`src/uart_pkg.sv`:
```
// constants shared by the serial port and its baud timer
// assumes a byte-wide register port with three address bits
package uart_pkg;

  // ----------------------------------------
  // register offsets
  // ----------------------------------------
  localparam logic [2:0] ADDR_BUFFER  = 3'h0;
  localparam logic [2:0] ADDR_CONTROL = 3'h1;
  localparam logic [2:0] ADDR_FORMAT  = 3'h2;
  localparam logic [2:0] ADDR_BAUD    = 3'h3;
  localparam logic [2:0] ADDR_RLD_LO  = 3'h4;
  localparam logic [2:0] ADDR_RLD_HI  = 3'h5;

  // ----------------------------------------
  // control field positions
  // ----------------------------------------
  localparam int CTL_OVR  = 7;
  localparam int CTL_PERR = 6;
  localparam int CTL_THRE = 5;
  localparam int CTL_REN  = 4;
  localparam int CTL_TBX  = 3;
  localparam int CTL_RBX  = 2;
  localparam int CTL_TI   = 1;
  localparam int CTL_RI   = 0;

  // ----------------------------------------
  // format field positions
  // ----------------------------------------
  localparam int FMT_MCE   = 7;
  localparam int FMT_XBE   = 6;
  localparam int FMT_PTYPE = 4;
  localparam int FMT_PE    = 3;
  localparam int FMT_LEN   = 1;
  localparam int FMT_STOP2 = 0;

  // ----------------------------------------
  // reset values
  // ----------------------------------------
  localparam logic [7:0]  FORMAT_RESET = 8'h06;
  localparam logic [1:0]  PRESCALE_RESET = 2'h0;
  localparam logic [15:0] RELOAD_RESET = 16'h0000;

  // ----------------------------------------
  // parity types, timer figures and fifo depth
  // ----------------------------------------
  localparam logic [1:0] PAR_ODD   = 2'h0;
  localparam logic [1:0] PAR_EVEN  = 2'h1;
  localparam logic [1:0] PAR_MARK  = 2'h2;
  localparam logic [1:0] PAR_SPACE = 2'h3;
  localparam logic [5:0] PRESCALE_DIV [4] = '{6'd1, 6'd4, 6'd12, 6'd48};
  localparam logic [15:0] TIMER_TOP = 16'hffff;
  localparam int FIFO_DEPTH = 3;

endpackage

```
`src/uart_baud_timer.sv`:
```
// baud timer: prescaler and 16-bit reload counter
// assumes the core clock drives it; one output pulse per overflow
`timescale 1ns/1ps
module uart_baud_timer
(
  // clock and reset
  input  wire logic        clk_sys_in,
  input  wire logic        srst_in,
  // settings
  input  wire logic [1:0]  baud_prescale_sel_in,
  input  wire logic [15:0] baud_reload_in,
  // overflow pulse, two per bit time
  output logic             half_tick_out
);
  import uart_pkg::*;

  logic [5:0]  pre_cnt_reg;
  logic [15:0] timer_reg;
  logic        half_tick_reg;
  wire         pre_tick = (pre_cnt_reg >= PRESCALE_DIV[baud_prescale_sel_in] - 6'd1);
  wire         overflow = pre_tick && (timer_reg == TIMER_TOP);

  // ----------------------------------------
  // counters
  // ----------------------------------------
  always_ff @(posedge clk_sys_in)
  begin
    if (srst_in)
    begin
      pre_cnt_reg   <= 6'h00;
      timer_reg     <= RELOAD_RESET;
      half_tick_reg <= 1'b0;
    end
    else
    begin
      pre_cnt_reg   <= pre_tick ? 6'h00 : pre_cnt_reg + 6'd1;
      if (pre_tick)
        timer_reg <= overflow ? baud_reload_in : timer_reg + 16'd1;
      half_tick_reg <= overflow;
    end
  end

  assign half_tick_out = half_tick_reg;

endmodule

```
`src/uart_serial_port.sv`:
```
// full-duplex serial port with 3-byte receive fifo
// assumes a byte register port, synchronous inputs and one clock
`timescale 1ns/1ps

module uart_serial_port
(
  // clock and reset
  input  wire logic       clk_sys_in,
  input  wire logic       srst_in,
  // register port
  input  wire logic [2:0] reg_addr_in,
  input  wire logic [7:0] reg_wdata_in,
  input  wire logic       reg_wr_in,
  input  wire logic       reg_rd_in,
  output logic      [7:0] reg_rdata_out,
  // serial line
  input  wire logic       serial_in_pin_in,
  output logic            serial_out_pin_out
);
  import uart_pkg::*;

  typedef enum logic [2:0] {T_IDLE, T_START, T_DATA, T_EXTRA, T_STOP} tx_state_type;
  typedef enum logic [2:0] {R_IDLE, R_START, R_DATA, R_EXTRA, R_STOP} rx_state_type;

  // ----------------------------------------
  // registers
  // ----------------------------------------
  logic [7:0]  format_reg;
  logic [1:0]  baud_prescale_sel;
  logic [7:0]  baud_reload_low;
  logic [7:0]  baud_reload_high;
  logic        rx_overrun_flag, parity_error_flag, rx_enable, tx_extra_bit;
  logic        tx_done_flag, rx_done_flag, thre_reg;
  logic [7:0]  tx_hold_reg, rdata_reg;
  logic        half_tick;

  wire multiproc_enable = format_reg[FMT_MCE];
  wire extra_bit_enable = format_reg[FMT_XBE];
  wire [1:0] parity_type_sel = format_reg[FMT_PTYPE +: 2];
  wire parity_enable = format_reg[FMT_PE];
  wire [1:0] len_sel = format_reg[FMT_LEN +: 2];
  wire [2:0] last_bit = {1'b1, len_sel};
  wire two_stops = format_reg[FMT_STOP2] && (len_sel != 2'h0);
  wire xbit_on = extra_bit_enable && !parity_enable;
  wire frame_extra = parity_enable || extra_bit_enable;

  wire wr_buf = reg_wr_in && (reg_addr_in == ADDR_BUFFER);
  wire wr_ctl = reg_wr_in && (reg_addr_in == ADDR_CONTROL);
  wire rd_buf = reg_rd_in && (reg_addr_in == ADDR_BUFFER);

  // parity bit that makes the frame match the selected type
  function automatic logic parity_of(input logic [7:0] d, input logic [1:0] sel);
    logic ones;
    ones = ^d;
    case (sel)
      PAR_ODD:   parity_of = ~ones;
      PAR_EVEN:  parity_of = ones;
      PAR_MARK:  parity_of = 1'b1;
      default:   parity_of = 1'b0;
    endcase
  endfunction

  uart_baud_timer u_baud
  (
    .clk_sys_in           (clk_sys_in),
    .srst_in              (srst_in),
    .baud_prescale_sel_in (baud_prescale_sel),
    .baud_reload_in       ({baud_reload_high, baud_reload_low}),
    .half_tick_out        (half_tick)
  );

  // ----------------------------------------
  // transmitter
  // ----------------------------------------
  tx_state_type tx_state;
  logic [7:0]   tx_shift_reg;
  logic [2:0]   tx_cnt_reg;
  logic         tx_phase_reg, tx_par_reg, tx_stop2_reg, tx_out_reg;
  wire          tx_bit_end = half_tick && tx_phase_reg;
  wire [7:0]    tx_mask = 8'hff >> (3'd7 - last_bit);
  wire          tx_load = (tx_state == T_IDLE) && !thre_reg && half_tick;
  wire          tx_stop_enter = (tx_state == T_EXTRA || (tx_state == T_DATA && tx_cnt_reg == last_bit
                                 && !frame_extra)) && tx_bit_end;
  wire          tx_extra_val = parity_enable ? tx_par_reg : tx_extra_bit;
  logic         tx_line;

  always_comb
  begin
    case (tx_state)
      T_START: tx_line = 1'b0;
      T_DATA:  tx_line = tx_shift_reg[0];
      T_EXTRA: tx_line = tx_extra_val;
      default: tx_line = 1'b1;
    endcase
  end

  always_ff @(posedge clk_sys_in)
  begin
    if (srst_in)
    begin
      tx_state     <= T_IDLE;
      tx_shift_reg <= 8'h00;
      tx_cnt_reg   <= 3'h0;
      tx_phase_reg <= 1'b0;
      tx_par_reg   <= 1'b0;
      tx_stop2_reg <= 1'b0;
      tx_out_reg   <= 1'b1;
    end
    else
    begin
      tx_out_reg <= tx_line;
      if (tx_state != T_IDLE && half_tick)
        tx_phase_reg <= !tx_phase_reg;
      case (tx_state)
        T_IDLE:
          if (tx_load)
          begin
            tx_state     <= T_START;
            tx_shift_reg <= tx_hold_reg;
            tx_par_reg   <= parity_of(tx_hold_reg & tx_mask, parity_type_sel);
            tx_phase_reg <= 1'b0;
          end
        T_START:
          if (tx_bit_end)
          begin
            tx_state   <= T_DATA;
            tx_cnt_reg <= 3'h0;
          end
        T_DATA:
          if (tx_bit_end)
          begin
            tx_shift_reg <= tx_shift_reg >> 1;
            tx_cnt_reg   <= tx_cnt_reg + 3'd1;
            if (tx_cnt_reg == last_bit)
              tx_state <= frame_extra ? T_EXTRA : T_STOP;
            tx_stop2_reg <= 1'b0;
          end
        T_EXTRA:
          if (tx_bit_end)
            tx_state <= T_STOP;
        T_STOP:
          if (tx_bit_end)
          begin
            if (two_stops && !tx_stop2_reg)
              tx_stop2_reg <= 1'b1;
            else
              tx_state <= T_IDLE;
          end
        default: tx_state <= T_IDLE;
      endcase
    end
  end

  assign serial_out_pin_out = tx_out_reg;

  // ----------------------------------------
  // receiver
  // ----------------------------------------
  rx_state_type rx_state;
  logic [7:0]   rx_shift_reg;
  logic [2:0]   rx_cnt_reg;
  logic         rx_prev_reg, rx_phase_reg, rx_extra_reg, rx_second_reg, rx_stop1_reg;
  wire          rx_in = serial_in_pin_in;
  wire          rx_sample = half_tick && rx_phase_reg;
  wire          rx_fall = rx_enable && rx_prev_reg && !rx_in;
  wire          frame_done = (rx_state == R_STOP) && rx_sample && (!two_stops || rx_second_reg);
  wire          stop_ok = rx_in && (!rx_second_reg || rx_stop1_reg);
  wire [7:0]    rx_data = rx_shift_reg >> (3'd7 - last_bit);
  wire          first_stop = rx_second_reg ? rx_stop1_reg : rx_in;
  wire          rx_bit9 = xbit_on ? rx_extra_reg : first_stop;
  wire          rx_par_bad = parity_enable && (rx_in != parity_of(rx_data, parity_type_sel));

  always_ff @(posedge clk_sys_in)
  begin
    if (srst_in)
    begin
      rx_state      <= R_IDLE;
      rx_shift_reg  <= 8'h00;
      rx_cnt_reg    <= 3'h0;
      rx_prev_reg   <= 1'b1;
      rx_phase_reg  <= 1'b0;
      rx_extra_reg  <= 1'b0;
      rx_second_reg <= 1'b0;
      rx_stop1_reg  <= 1'b0;
    end
    else
    begin
      rx_prev_reg <= rx_in;
      if (rx_state != R_IDLE && half_tick)
        rx_phase_reg <= !rx_phase_reg;
      case (rx_state)
        R_IDLE:
          if (rx_fall)
          begin
            rx_state     <= R_START;
            rx_phase_reg <= 1'b1;
          end
        R_START:
          if (rx_sample)
          begin
            rx_state   <= rx_in ? R_IDLE : R_DATA;
            rx_cnt_reg <= 3'h0;
          end
        R_DATA:
          if (rx_sample)
          begin
            rx_shift_reg <= {rx_in, rx_shift_reg[7:1]};
            rx_cnt_reg   <= rx_cnt_reg + 3'd1;
            if (rx_cnt_reg == last_bit)
              rx_state <= frame_extra ? R_EXTRA : R_STOP;
            rx_second_reg <= 1'b0;
          end
        R_EXTRA:
          if (rx_sample)
          begin
            rx_extra_reg <= rx_in;
            rx_state     <= R_STOP;
          end
        R_STOP:
          if (frame_done)
            rx_state <= R_IDLE;
          else if (rx_sample)
          begin
            rx_second_reg <= 1'b1;
            rx_stop1_reg  <= rx_in;
          end
        default: rx_state <= R_IDLE;
      endcase
    end
  end

  // ----------------------------------------
  // receive fifo
  // ----------------------------------------
  logic [8:0] fifo_mem_reg [FIFO_DEPTH];
  logic [1:0] wr_ptr_reg, rd_ptr_reg, count_reg;
  wire        fifo_full = (count_reg == 2'(FIFO_DEPTH));
  wire        store = frame_done && stop_ok && !fifo_full;
  wire        pop = rd_buf && (count_reg != 2'h0);
  wire [8:0]  head = fifo_mem_reg[rd_ptr_reg];
  wire [1:0]  wr_ptr_inc = (wr_ptr_reg == 2'(FIFO_DEPTH - 1)) ? 2'h0 : wr_ptr_reg + 2'd1;
  wire [1:0]  rd_ptr_inc = (rd_ptr_reg == 2'(FIFO_DEPTH - 1)) ? 2'h0 : rd_ptr_reg + 2'd1;

  genvar gi;
  generate
    for (gi = 0; gi < FIFO_DEPTH; gi++)
    begin : g_entry
      always_ff @(posedge clk_sys_in)
      begin
        if (srst_in)
          fifo_mem_reg[gi] <= 9'h000;
        else if (store && wr_ptr_reg == 2'(gi))
          fifo_mem_reg[gi] <= {rx_bit9, rx_data};
      end
    end
  endgenerate

  always_ff @(posedge clk_sys_in)
  begin
    if (srst_in)
    begin
      wr_ptr_reg <= 2'h0;
      rd_ptr_reg <= 2'h0;
      count_reg  <= 2'h0;
    end
    else
    begin
      if (store)
        wr_ptr_reg <= wr_ptr_inc;
      if (pop)
        rd_ptr_reg <= rd_ptr_inc;
      count_reg <= count_reg + 2'(store) - 2'(pop);
    end
  end

  // ----------------------------------------
  // flags and settings
  // ----------------------------------------
  // hardware set wins over a software write in the same cycle
  wire ri_set = store && (!multiproc_enable || rx_bit9);
  wire ri_clr_ok = (count_reg <= 2'h1);
  wire ti_set = tx_stop_enter;
  wire perr_set = (rx_state == R_EXTRA) && rx_sample && rx_par_bad;
  wire ovr_set = frame_done && fifo_full;

  always_ff @(posedge clk_sys_in)
  begin
    if (srst_in)
    begin
      rx_overrun_flag   <= 1'b0;
      parity_error_flag <= 1'b0;
      rx_enable         <= 1'b0;
      tx_extra_bit      <= 1'b0;
      tx_done_flag      <= 1'b0;
      rx_done_flag      <= 1'b0;
    end
    else
    begin
      if (wr_ctl)
      begin
        rx_overrun_flag   <= reg_wdata_in[CTL_OVR];
        parity_error_flag <= reg_wdata_in[CTL_PERR];
        rx_enable         <= reg_wdata_in[CTL_REN];
        tx_extra_bit      <= reg_wdata_in[CTL_TBX];
        tx_done_flag      <= reg_wdata_in[CTL_TI];
        if (reg_wdata_in[CTL_RI] || ri_clr_ok)
          rx_done_flag <= reg_wdata_in[CTL_RI];
      end
      if (ovr_set)
        rx_overrun_flag <= 1'b1;
      if (perr_set)
        parity_error_flag <= 1'b1;
      if (ti_set)
        tx_done_flag <= 1'b1;
      if (ri_set)
        rx_done_flag <= 1'b1;
    end
  end

  always_ff @(posedge clk_sys_in)
  begin
    if (srst_in)
    begin
      format_reg        <= FORMAT_RESET;
      baud_prescale_sel <= PRESCALE_RESET;
      baud_reload_low   <= RELOAD_RESET[7:0];
      baud_reload_high  <= RELOAD_RESET[15:8];
      tx_hold_reg       <= 8'h00;
      thre_reg          <= 1'b1;
    end
    else
    begin
      if (reg_wr_in && reg_addr_in == ADDR_FORMAT)
        format_reg <= reg_wdata_in;
      if (reg_wr_in && reg_addr_in == ADDR_BAUD)
        baud_prescale_sel <= reg_wdata_in[1:0];
      if (reg_wr_in && reg_addr_in == ADDR_RLD_LO)
        baud_reload_low <= reg_wdata_in;
      if (reg_wr_in && reg_addr_in == ADDR_RLD_HI)
        baud_reload_high <= reg_wdata_in;
      if (wr_buf)
      begin
        tx_hold_reg <= reg_wdata_in;
        thre_reg    <= 1'b0;
      end
      else if (tx_load)
        thre_reg <= 1'b1;
    end
  end

  // ----------------------------------------
  // read port
  // ----------------------------------------
  wire [7:0] ctl_view = {rx_overrun_flag, parity_error_flag, thre_reg, rx_enable,
                         tx_extra_bit, head[8], tx_done_flag, rx_done_flag};
  logic [7:0] rd_mux;

  always_comb
  begin
    case (reg_addr_in)
      ADDR_BUFFER:  rd_mux = head[7:0];
      ADDR_CONTROL: rd_mux = ctl_view;
      ADDR_FORMAT:  rd_mux = format_reg;
      ADDR_BAUD:    rd_mux = {6'h00, baud_prescale_sel};
      ADDR_RLD_LO:  rd_mux = baud_reload_low;
      ADDR_RLD_HI:  rd_mux = baud_reload_high;
      default:      rd_mux = 8'h00;
    endcase
  end

  always_ff @(posedge clk_sys_in)
  begin
    if (srst_in)
      rdata_reg <= 8'h00;
    else if (reg_rd_in)
      rdata_reg <= rd_mux;
  end

  assign reg_rdata_out = rdata_reg;
endmodule
```
`config.mk`:
```
export PLATFORM = sky130hd
export DESIGN_NAME = uart_serial_port
export DESIGN_NICKNAME = d
export VERILOG_FILES = /design/src/uart_pkg.sv /design/src/uart_baud_timer.sv /design/src/uart_serial_port.sv
export SDC_FILE = /design/constraint.sdc
export NUM_CORES = 1
export LEC_CHECK = 0
export BUFFER_PORTS_ARGS = -buffer_cell sky130_fd_sc_hd__buf_4
export CORE_MARGIN = 2
export CORE_UTILIZATION = 55
export DETAILED_ROUTE_END_ITERATION = 8
export PLACE_DENSITY = 0.81
export SYNTH_ARGS = -nofsm -noshare
export SYNTH_HDL_FRONTEND = slang
export SYNTH_SLANG_ARGS = --single-unit
```
`constraint.sdc`:
```
create_clock -name clk_sys_in -period 4.3 [get_ports clk_sys_in]
set_clock_uncertainty 0.05 [all_clocks]
set_input_delay 1.075 -clock clk_sys_in [delete_from_list [all_inputs] [get_ports clk_sys_in]]
set_output_delay 1.075 -clock clk_sys_in [all_outputs]
set_load 0.02 [all_outputs]
```
==> results by group <==
Outcome
  • Outcome: complete, no violations

Clock tree
  • Clock root cell: clkbuf_16
  • CTS tree: yes
  • Clk_lat worst skew: 430 ps
  • CTS Buf Count: 17
  • Cts-stage hold buffer count: 0
  • Clock Path Buffers: 2
  • Number of post-CTS setup repair buffers: 0
  • Worst-path clk slew: 60 ps
  • Clk sinks: 144
  • Number of H-tree levels: 4
  • Resized cells post-CTS: 0

Placed design
  • Dpl cell area: 7310 sq um
  • Placer Congestion: 0.861
  • DP Cell Count: 995
  • Port Buf Inserts: 24
  • Detailed Place HPWL: 10.9 mm

STA
  • Final Critical Period: 2810 ps
  • Crit share post-route: 0.653
  • Setup Viol. Count Final: 0
  • Maximum clock rate: 356 MHz
  • Setup TNS after final layout: 0 ps
  • Slew Limit Headroom: 0.378
  • Slew Limit Fails: 0
  • Fin Hold WS: 418 ps
  • Hold Vio Cnt, Final: 0
  • Worst-margin pin slew: 932 ps
  • RSZ-0062 raised after global routing: no

Finish
  • Final cell count without fillers: 1,027
  • Most common cell after layout, fill and taps aside: nand2_1
  • Post-layout utilization of the core: 0.626
  • Proportion of layout cells with a drive suffix above 1: 0.0889
  • Most frequent cells in the layout: nand2_1, dfxtp_1, nor2_1
  • Final instance area: 7900 sq um
  • Ant. Diodes: 0
  • Synth-to-layout area growth: 11.2%
  • Max reg flops: 27
  • Final net count: 870

Worst setup path
  • Max Fanout on Critical Path: 20
  • Crit path from: format_reg[2]$_SDFFE_PP1P_
  • Highest-delay cell along the critical path: dfxtp_1
  • Critical setup path kind: reg -> reg
  • R2r startpoint: format_reg[2]$_SDFFE_PP1P_
  • Worst Setup Start Kind: flip-flop
  • Crit path DAT: 3080 ps
  • CP endpoint kind: flip-flop
  • CP max stage delay: 930 ps
  • Crit-path cells: mux2_2 -> mux2i_4 -> xnor2_1 -> xnor3_1 -> or3_1 -> a31o_1
  • R2R depth: 6
  • CP required: 4580 ps

Detailed routing
  • Routed wire length: 16.2 mm
  • DRC: 0
  • Routed vias: 5,990
  • Vias per inst: 5.83
  • Wire length per cell: 15.7 um
  • Drt first pass iters: 6
  • Final ANT Viol Nets: 0
  • DR iter-0 viols: 660

Hold path
  • Hold depth: 2
  • Worst hold path type: reg -> reg
  • Hold path startpoint: rx_shift_reg[1]$_SDFFE_PP0P_

Pwr
  • LEAKAGE: 2.83 nW
  • Pwr Density: 390 nW/um^2
  • Worst vdd ir: 310 uV

Synth
  • Yosys warning count: 0
  • Mean post-synth cell area: 8.41 sq um
  • Post-synth ARST share: 0
  • Synth cell types: 62
  • Ys flop type: dfxtp_1
  • Mapped Nets: 872
  • Cells after Synth: 844
  • Seq cells post-synth: 144
  • Sequential share of the synthesized area: 0.444
  • Number of flops mapped to enable cells by yosys: 27
  • Mapped cell area: 7100 sq um

Die
  • Chip width: 118 um
  • Die Ht: 118 um
  • I/O pin total: 25
  • Die area: 13,800 sq um
  • Core area: 12,600 sq um
  • Starting density of the core: 0.562
  • FP Rows: 41

Global route
  • Vias in the first global route: 5,366
  • All-Layer GR Usage: 0.237
  • Total congestion overflow after global routing: 0
  • First-pass GRT wire length: 26.6 mm
  • Largest net degree at the start of global routing: 48
  • Initial antenna violation count: 0

Run
  • Max Cap Violations: 0
## layout make-up
class | instances | area, sq um
tap | 172 | 215
sequential | 144 | 3150
clock inverter | 7 | 72.6
multi-input combinational | 637 | 3680
timing repair buffer | 28 | 210
fill | 1099 | 4720
inverter | 14 | 52.6
clock buffer | 25 | 515
## report_power, final
part / leakage [nW] / switching (mW) / internal (mW)
registers: 1.20 / 0.0311 / 1.41
logic: 1.34 / 0.115 / 0.0694
clock network: 0.286 / 0.564 / 0.888
total: 2.83 / 0.710 / 2.37
## synthesized netlist by cell type, drive strengths merged, types with 6 or more instances
master,number,area (sq um)
nand3b,7,52.6
o21ai,42,214
nand2,150,563
dfxtp,117,2340
nor2b,12,75.1
nor2,93,349
a21oi,83,415
mux2i,37,383
buf,14,83.8
a31oi,9,56.3
nor3,19,95.1
a22oi,9,67.6
and2,6,37.5
ha,12,150
nand3,16,80.1
edfxtp,27,811
a211oi,21,163
xnor2,11,96.3
nand2b,14,87.6
or2,7,43.8
o22ai,6,37.5
inv,14,52.6
xor2,13,114
clkbuf,35,131
and3,6,37.5
## worst max-delay path, delay by kind of cell (launching register included)
| family | cells | cell delay [ps] |
|---|---|---|
| multiplexers | 2 | 680 |
| AO/OA/AOI/OAI | 1 | 200 |
| flip-flops | 1 | 930 |
| AND/OR/NAND/NOR | 1 | 310 |
| XOR/XNOR | 2 | 530 |
## kinds of logic after synthesis
kind of cell               count (synthesis)  synth area share
xor gates and xnor gates                  25            0.0328
AOI/OAI and AO/OA                        209             0.181
adders and majority gates                 12            0.0212
and+or+nand+nor                          347             0.217
buffers and inverters                     63            0.0377
muxes                                     43            0.0656
DFF                                      144             0.444
other                                      1          0.000528
## final timing paths
check	slack (ps)	to
worst max-delay path	1490	parity_error_flag$_SDFFE_PP0P_
worst min-delay path	420	rx_shift_reg[0]$_SDFFE_PP0P_
worst max register to register	1490	parity_error_flag$_SDFFE_PP0P_
worst min register to register	420	rx_shift_reg[0]$_SDFFE_PP0P_
## per-layer routing
layer,share of wire,track usage,vias up
met5,0,0,-
met2,0.46,0.363,173
met3,0.052,0.0484,31
li1,-,-,2971
met4,0.021,0.0964,0
met1,0.47,0.329,2815
## metrics by stage
step	worst slack, ps	power [mW]
finish	1490	3.08
global route	1370	3.16
CTS	1490	3.09
detailed placement	1370	1.65
global placement	1420	1.65
floorplan	1390	1.59
(Power assumes the default switching activity.)
